File: config.mk
export PLATFORM = sky130hd
export DESIGN_NAME = dual_dac_serial_control
export DESIGN_NICKNAME = d
export VERILOG_FILES = /design/src/dac_ctl_pkg.sv /design/src/dual_dac_serial_control.sv /design/src/dac_input_latches.sv
export SDC_FILE = /design/constraint.sdc
export NUM_CORES = 1
export LEC_CHECK = 0
export ABC_AREA = 1
export BUFFER_PORTS_ARGS = -buffer_cell sky130_fd_sc_hd__clkbuf_2
export CORE_ASPECT_RATIO = 0.75
export CORE_MARGIN = 2
export CORE_UTILIZATION = 35
export DETAILED_ROUTE_END_ITERATION = 8
export HOLD_SLACK_MARGIN = 0.02
export PLACE_DENSITY = 0.59
export REMOVE_ABC_BUFFERS = 1
export SETUP_SLACK_MARGIN = 0.05
export SYNTH_ARGS = -nofsm -noshare
export SYNTH_HDL_FRONTEND = slang
export SYNTH_HIERARCHICAL = 1
export SYNTH_SLANG_ARGS = --single-unit
File: constraint.sdc
create_clock -name clk_i -period 1.85 [get_ports clk_i]
set_input_delay 0.185 -clock clk_i [delete_from_list [all_inputs] [get_ports clk_i]]
set_output_delay 0.185 -clock clk_i [all_outputs]
set_load 0.03 [all_outputs]
File: src/dac_ctl_pkg.sv
// Package with constants and types for the dual-channel serial DAC control block
// Function
// - Link is accepted only while chip select is low; otherwise ignored.
// - While load strobe low, each input latch is copied to its output latch.
// - Low on shutdown pin puts every channel into standby.
// - Twelve data bits are an unsigned straight-binary code.
// - Gain select bit 1 means unity gain, 0 means gain of two.
// - After reset each channel's gain selection is gain of two.
// - Each channel keeps its own reference buffer selection.
// - After reset each reference buffer selection is unbuffered bypass.
// - After reset every channel's output-active control is cleared.
// - Outputs stay off until a write is latched and load strobe goes low.
// - Reset holds channels; leaving needs reset release then a later write.
// - Shutdown comes from the pin or a written output-active value of 0.
// - Serial receiver keeps working during shutdown.
// - Shutdown lasts until pin high and output-active 1 latched, before or after the pin rises.
// - Link runs in clock mode 0,0 or 1,1; device accepts both.
// - Data is sampled on each rising serial clock edge.
// - Link is write-only; no serial output, no read-back.
// - Each command is exactly one 16-bit word.
// - MSB first: channel, buffer, gain_n, output-active, twelve data bits.
// - Serial clock edges after the sixteenth are ignored.
// - Chip select rising before sixteen clocks discards the partial word.
// - On chip-select rise after sixteen clocks, word goes to selected channel.
package dac_ctl_pkg;

  localparam int unsigned WORD_BITS = 16;
  localparam int unsigned CODE_BITS = 12;
  localparam int unsigned CNT_BITS = 5;
  localparam logic [CNT_BITS-1:0] FULL_COUNT = 5'h10;
  localparam int unsigned CHAN_BIT = 15;
  localparam int unsigned BUF_BIT = 14;
  localparam int unsigned GAIN_BIT = 13;
  localparam int unsigned ACTIVE_BIT = 12;

  // One channel's latched settings
  typedef struct packed {
    logic ref_buffered;
    logic gain_select_n;
    logic output_active_ctl;
    logic [CODE_BITS-1:0] code_word;
  } chan_cfg_t;

  localparam chan_cfg_t CFG_RESET = '{
    ref_buffered: 1'b0,
    gain_select_n: 1'b0,
    output_active_ctl: 1'b0,
    code_word: 12'h000
  };

  typedef enum logic {
    LINK_IDLE,
    LINK_SHIFT
  } link_state_t;

endpackage

File: src/dual_dac_serial_control.sv
// Serial command receiver, double-buffered latches and shutdown control
`timescale 1ns/100ps
module dual_dac_serial_control (
  input wire logic clk_i,
  input wire logic resetn_i,
  input wire logic ce_i,
  input wire logic cs_n_i,
  input wire logic sck_i,
  input wire logic sdi_i,
  input wire logic load_outputs_n,
  input wire logic power_down_pin_n,
  output logic [11:0] first_channel_code_o,
  output logic first_channel_gain_select_n_o,
  output logic first_channel_ref_buffered_o,
  output logic first_channel_active_o,
  output logic [11:0] second_channel_code_o,
  output logic second_channel_gain_select_n_o,
  output logic second_channel_ref_buffered_o,
  output logic second_channel_active_o
);

  // ==========================================
  // Pin synchronisers
  // All three link pins and both strobes cross in through two flops.
  logic [4:0] meta_q;
  logic [4:0] sync_q;
  logic sck_prev_q;
  logic cs_prev_q;
  always_ff @(posedge clk_i or negedge resetn_i) begin
    if (!resetn_i) begin
      // Idle levels: strobes and chip select high, serial clock and data low
      meta_q <= 5'h19;
      sync_q <= 5'h19;
      sck_prev_q <= 1'b0;
      cs_prev_q <= 1'b1;
    end else if (ce_i) begin
      meta_q <= {power_down_pin_n, load_outputs_n, sdi_i, sck_i, cs_n_i};
      sync_q <= meta_q;
      sck_prev_q <= sync_q[1];
      cs_prev_q <= sync_q[0];
    end
  end

  wire cs_n_s = sync_q[0];
  wire sck_s = sync_q[1];
  wire sdi_s = sync_q[2];
  wire load_n_s = sync_q[3];
  wire pd_n_s = sync_q[4];
  // Only rising clock edges matter, so idle-high (1,1) and idle-low (0,0) both work
  wire sck_rise = sck_s && !sck_prev_q;
  wire cs_rise = cs_n_s && !cs_prev_q;

  // ==========================================
  // Shifter
  logic [15:0] shift_q;
  logic [15:0] shift_d;
  logic [4:0] count_q;
  logic [4:0] count_d;
  dac_ctl_pkg::link_state_t state_q;
  dac_ctl_pkg::link_state_t state_d;
  wire word_full = (count_q == dac_ctl_pkg::FULL_COUNT);
  wire take_bit = (state_q == dac_ctl_pkg::LINK_SHIFT) && !cs_n_s && sck_rise
    && !word_full;
  wire word_done = (state_q == dac_ctl_pkg::LINK_SHIFT) && cs_rise && word_full;

  always_comb begin
    state_d = state_q;
    shift_d = shift_q;
    count_d = count_q;
    unique case (state_q)
      dac_ctl_pkg::LINK_IDLE: begin
        if (!cs_n_s) begin
          state_d = dac_ctl_pkg::LINK_SHIFT;
          count_d = 5'h00;
          if (sck_rise) begin
            shift_d = {shift_q[14:0], sdi_s};
            count_d = 5'h01;
          end
        end
      end
      dac_ctl_pkg::LINK_SHIFT: begin
        if (cs_n_s) begin
          // Short word is dropped here without touching the latches
          state_d = dac_ctl_pkg::LINK_IDLE;
          count_d = 5'h00;
        end else if (take_bit) begin
          shift_d = {shift_q[14:0], sdi_s};
          count_d = count_q + 5'h01;
        end
      end
    endcase
  end

  // Receiver runs whatever the shutdown state is
  always_ff @(posedge clk_i or negedge resetn_i) begin
    if (!resetn_i) begin
      state_q <= dac_ctl_pkg::LINK_IDLE;
      shift_q <= 16'h0000;
      count_q <= 5'h00;
    end else if (ce_i) begin
      state_q <= state_d;
      shift_q <= shift_d;
      count_q <= count_d;
    end
  end

  // ==========================================
  // Command decode
  dac_ctl_pkg::chan_cfg_t word_cfg;
  assign word_cfg.ref_buffered = shift_q[dac_ctl_pkg::BUF_BIT];
  assign word_cfg.gain_select_n = shift_q[dac_ctl_pkg::GAIN_BIT];
  assign word_cfg.output_active_ctl = shift_q[dac_ctl_pkg::ACTIVE_BIT];
  assign word_cfg.code_word = shift_q[dac_ctl_pkg::CODE_BITS-1:0];
  wire word_sel = shift_q[dac_ctl_pkg::CHAN_BIT];

  dac_ctl_pkg::chan_cfg_t in_cfg [2];

  dac_input_latches u_latches (
    .clk_i(clk_i),
    .resetn_i(resetn_i),
    .ce_i(ce_i),
    .wr_i(word_done),
    .wr_sel_i(word_sel),
    .wr_cfg_i(word_cfg),
    .rd_cfg_o(in_cfg)
  );

  // Marks a channel whose input latch holds a word not yet seen at reset
  logic [1:0] written_q;
  always_ff @(posedge clk_i or negedge resetn_i) begin
    if (!resetn_i) begin
      written_q <= 2'h0;
    end else if (ce_i && word_done) begin
      written_q[word_sel] <= 1'b1;
    end
  end

  // ==========================================
  // Output latches
  // Level sensitive: a new input word passes straight through while strobe is low.
  dac_ctl_pkg::chan_cfg_t out_q [2];
  genvar g;
  generate
    for (g = 0; g < 2; g++) begin : g_out
      always_ff @(posedge clk_i or negedge resetn_i) begin
        if (!resetn_i) begin
          out_q[g] <= dac_ctl_pkg::CFG_RESET;
        end else if (ce_i && !load_n_s && written_q[g]) begin
          out_q[g] <= in_cfg[g];
        end
      end
    end
  endgenerate

  // ==========================================
  // Output registers
  // Pin shutdown overrides the written control; pin high restores it without a new write.
  always_ff @(posedge clk_i or negedge resetn_i) begin
    if (!resetn_i) begin
      first_channel_code_o <= 12'h000;
      first_channel_gain_select_n_o <= 1'b0;
      first_channel_ref_buffered_o <= 1'b0;
      first_channel_active_o <= 1'b0;
      second_channel_code_o <= 12'h000;
      second_channel_gain_select_n_o <= 1'b0;
      second_channel_ref_buffered_o <= 1'b0;
      second_channel_active_o <= 1'b0;
    end else if (ce_i) begin
      first_channel_code_o <= out_q[0].code_word;
      first_channel_gain_select_n_o <= out_q[0].gain_select_n;
      first_channel_ref_buffered_o <= out_q[0].ref_buffered;
      first_channel_active_o <= out_q[0].output_active_ctl && pd_n_s;
      second_channel_code_o <= out_q[1].code_word;
      second_channel_gain_select_n_o <= out_q[1].gain_select_n;
      second_channel_ref_buffered_o <= out_q[1].ref_buffered;
      second_channel_active_o <= out_q[1].output_active_ctl && pd_n_s;
    end
  end

  // No serial output exists on this block

endmodule // dual_dac_serial_control

File: src/dac_input_latches.sv
// Per-channel input latch storage with registered read data
`timescale 1ns/100ps
module dac_input_latches (
  input wire logic clk_i,
  input wire logic resetn_i,
  input wire logic ce_i,
  input wire logic wr_i,
  input wire logic wr_sel_i,
  input wire dac_ctl_pkg::chan_cfg_t wr_cfg_i,
  output dac_ctl_pkg::chan_cfg_t rd_cfg_o [2]
);

  // ==========================================
  // Storage
  genvar g;
  generate
    for (g = 0; g < 2; g++) begin : g_chan
      always_ff @(posedge clk_i or negedge resetn_i) begin
        if (!resetn_i) begin
          rd_cfg_o[g] <= dac_ctl_pkg::CFG_RESET;
        end else if (ce_i && wr_i && (wr_sel_i == 1'(g))) begin
          rd_cfg_o[g] <= wr_cfg_i;
        end
      end
    end
  endgenerate

endmodule // dac_input_latches

==> flow_summary.toml <==
[timing]
fmax_mhz = 617
final.period_utilization_pct = 87.6
tns_ns = 0
hold_viol = 0
relSlewSlack_pct = 65.4
slew_viol_final = 0
rsz0062_at_grt = "no"
worst_pin_slew_ns = 0.520
finClkSkew_ns = 0.00423
final-setup-viol-count = 0
min_period_ns = 1.62

[route]
drtAntennaViolNets = 0
drt_wl_total_um = 10100
routed_via_density = 4.69
firstDrtPassIters = 5
route.detailed.drc = 0
wl_met1_um = 4610
vias = 3613
wl_met2_um = 4830
drt-initial-drc-count = 256
highest_layer = "met4"
dr_wl_met3_um = 451
drt-wirelength-per-cell_um = 13.1

[power_and_ir_drop]
netSwitchingFraction_pct = 23.8
p_comb_share_pct = 5.2
p_int_w = 0.00504
total_leakage_power_nw = 3.33
switchingPower_w = 0.00157
powerDensity_nw_per_um2 = 1070
clock_power_share_pct = 49.8
ir_worst_vdd_v = 0.000650
pwr-share-seq_pct = 45.0
power_w = 0.00661

[clock_tree]
clkSlewWorstSetupHoldPaths_ns = 0.05
clock_latency_ns = 0.41
cts_tree = "yes"
clockBufferDepth = 2
cts_sinks = 126
cts_root_buffer = "clkbuf_16"
cts_buffers = 17
cts.htree.levels = 4
cts_setup_buffers = 0

[setup_path]
cp_max_fo = 16
crit_arrival_ns = 1.91
crit_path_end_kind = "flip-flop"
path_common_cell = "nand2_1"
cp.required_ns = 2.14
path_cells = "inv_1 > ha_1 > nand2_1 > inv_1 > nand2_1 > nand2_1 > nand2_2 > nand2_4 > nand2_1 > nand2_1"
crit_family = "simple AND/OR/NAND/NOR gates"
crit_slowest_cell = "dfrtp_1"
crit_type = "flip-flop to flip-flop"
cpPeakStageDelay_ns = 0.43
crit_buf_inv = 2
cp-start-kind = "flip-flop"

[synthesis]
synth_seq_area_share_pct = 62.5
ys.flop_type = "dfrtp_1"
syn_inst = 508
mappedNetlistArea_um2 = 5060
avgSynthCellArea_um2 = 9.95
synth_cell_types = 24
ys_warn_count = 6
ys_ff_latch = 126
synth_edf_count = 0
synth_async_sr_flop_share_pct = 100

[global_route]
grt_util_all_layers_pct = 14.6
antenna_found_initial = 0
grt_pass1_vias = 3701
grt_pass1_wl_um = 17600
grt_max_degree = 55
overflow = 0

[cells_and_area]
finalCoreUtilization_pct = 43.0
diodes = 0
fin_cells = 770
drive_above_1_share_pct = 22.6
fin_area_um2 = 6160
fill_cells = 1364
nets = 567
area_growth_pct = 21.9

[placed_design]
gp_congestion = 0.771
hpwl_um = 6550
place_inst = 732
placed_cell_area_um2 = 5480
io_buffers = 37

[flow_run]
maxCapViolations = 0

[outcome]
status = "complete, no violations"

[floorplanning]
core_area_um2 = 14300
die_w_um = 143
io_pins = 38
die-area_um2 = 15400
rows = 38
die_h_um = 108
start_util_pct = 35.3

[min_path]
min-delay-path-class = "primary input to flip-flop"
## per-stage QoR
stage | setup slack [ns] | hold WS [ns]
after floorplan | -0.718 | -0.111
after global placement | 0.145 | 0.188
after detailed placement | 0.0713 | 0.202
after CTS | 0.0436 | 0.285
after global routing | 0.0662 | 0.323
final | 0.229 | 0.281
## worst paths after layout
kind                                             start                                         to  slack (ns)  depth (start not counted)
worst max-delay path            count_q[0]$_DFFE_PN0P_                     shift_q[4]$_DFFE_PN0P_        0.23                         10
worst min-delay path                              ce_i                      meta_q[0]$_DFFE_PN1P_        0.28                          4
worst max register to register  count_q[0]$_DFFE_PN0P_                     shift_q[4]$_DFFE_PN0P_        0.23                         10
worst min register to register   meta_q[4]$_DFFE_PN1P_                      meta_q[4]$_DFFE_PN1P_        0.46                          2
max in group asynchronous                     resetn_i         u_latches/rd_cfg_o[17]$_DFFE_PN0P_        0.89                          3
min in group asynchronous                     resetn_i  second_channel_ref_buffered_o$_DFFE_PN0P_        0.29                          2
## area by class of cell
type	count	area (um^2)	share of cell area, %
Clock buffer	20	457	7.41
Clock inverter	12	135	2.19
Inverter	15	56.3	0.914
Multi-Input combinational cell	342	1730	28.1
Sequential cell	126	3160	51.3
Tap cell	200	250	4.06
Timing Repair Buffer	55	367	5.95
## Yosys cell counts, drive strengths merged (2+ instances only)
| master | count | share of area (%) |
|---|---|---|
| nand4 | 31 | 3.8 |
| a21oi | 2 | 0.20 |
| dfrtp | 119 | 59 |
| inv | 15 | 1.1 |
| clkbuf | 5 | 0.37 |
| o21bai | 3 | 0.45 |
| ha | 2 | 0.49 |
| o21ai | 6 | 0.59 |
| nand2 | 228 | 17 |
| buf | 20 | 2.1 |
| nand3 | 30 | 3.4 |
| nor2 | 8 | 0.74 |
| dfstp | 7 | 3.6 |
| mux2 | 30 | 6.7 |
## worst register-to-register path, stage by stage, from the launching register on
cell and delay, ns:
dfrtp_1 0.43, inv_1 0.07, ha_1 0.19, nand2_1 0.06, inv_1 0.03, nand2_1 0.11
nand2_1 0.10, nand2_2 0.17, nand2_4 0.16, nand2_1 0.11, nand2_1 0.07
## layer usage
layer | global-route usage (%) | vias up
met3 | 4.21 | 17
met4 | 5.80 | 0
li1 | - | 1750
met1 | 18.6 | 1754
met2 | 23.7 | 92
met5 | 0 | -
## cells in the final DEF (no fill, tap or decap), drive strengths merged
master and n:
dlygate4sd3 6, nor2 8, clkbuf 56, dfstp 7
ha 2, o21bai 3, dfrtp 119, clkinvlp 1
buf 13, nand2 228, o21ai 6, mux2 30
xnor2 1, nand3 30, clkinv 6, bufinv 2
inv 18, nand3b 1, a21oi 2, nand4 31
## power groups by stage
stage / Combinational [W] / Clock (W) / Sequential, W
3_5_place_dp: 0.000333 / 0 / 0.00302
3_3_place_gp: 0.000320 / 0 / 0.00301
2_1_floorplan: 0.000175 / 0 / 0.00299
6_report: 0.000344 / 0.00329 / 0.00297
5_1_grt: 0.000399 / 0.00353 / 0.00299
4_1_cts: 0.000349 / 0.00338 / 0.00297
## kinds of logic (layout without fill, tap and decap cells)
group,Yosys count,in the layout,share of synthesized area [%]
flip-flops,126,126,62.5
AND/OR/NAND/NOR,298,298,25.3
AO/OA/AOI/OAI,11,11,1.24
adder cells (fa/ha/maj),2,2,0.495
buffers and inverters,40,102,3.61
multiplexers,30,30,6.68
XOR/XNOR,1,1,0.173
## sequential cells by signal (all words and copies together) (netlist names)
signal	flops
sync_q	5
first_channel_code_o	12
second_channel_ref_buffered_o	1
meta_q	5
u_latches/rd_cfg_o	30
second_channel_active_o	1
written_q	2
state_q	1
first_channel_gain_select_n_o	1
first_channel_ref_buffered_o	1
second_channel_code_o	12
second_channel_gain_select_n_o	1
cs_prev_q	1
out_q	30
sck_prev_q	1
count_q	5
first_channel_active_o	1
shift_q	16
## timing repair
action	CTS	global route
gates resized for setup	0	5
endpoints found under the setup margin	1	32
endpoints found under the hold margin	39	0
hold buffers	6	0
(Power assumes the default switching activity.)
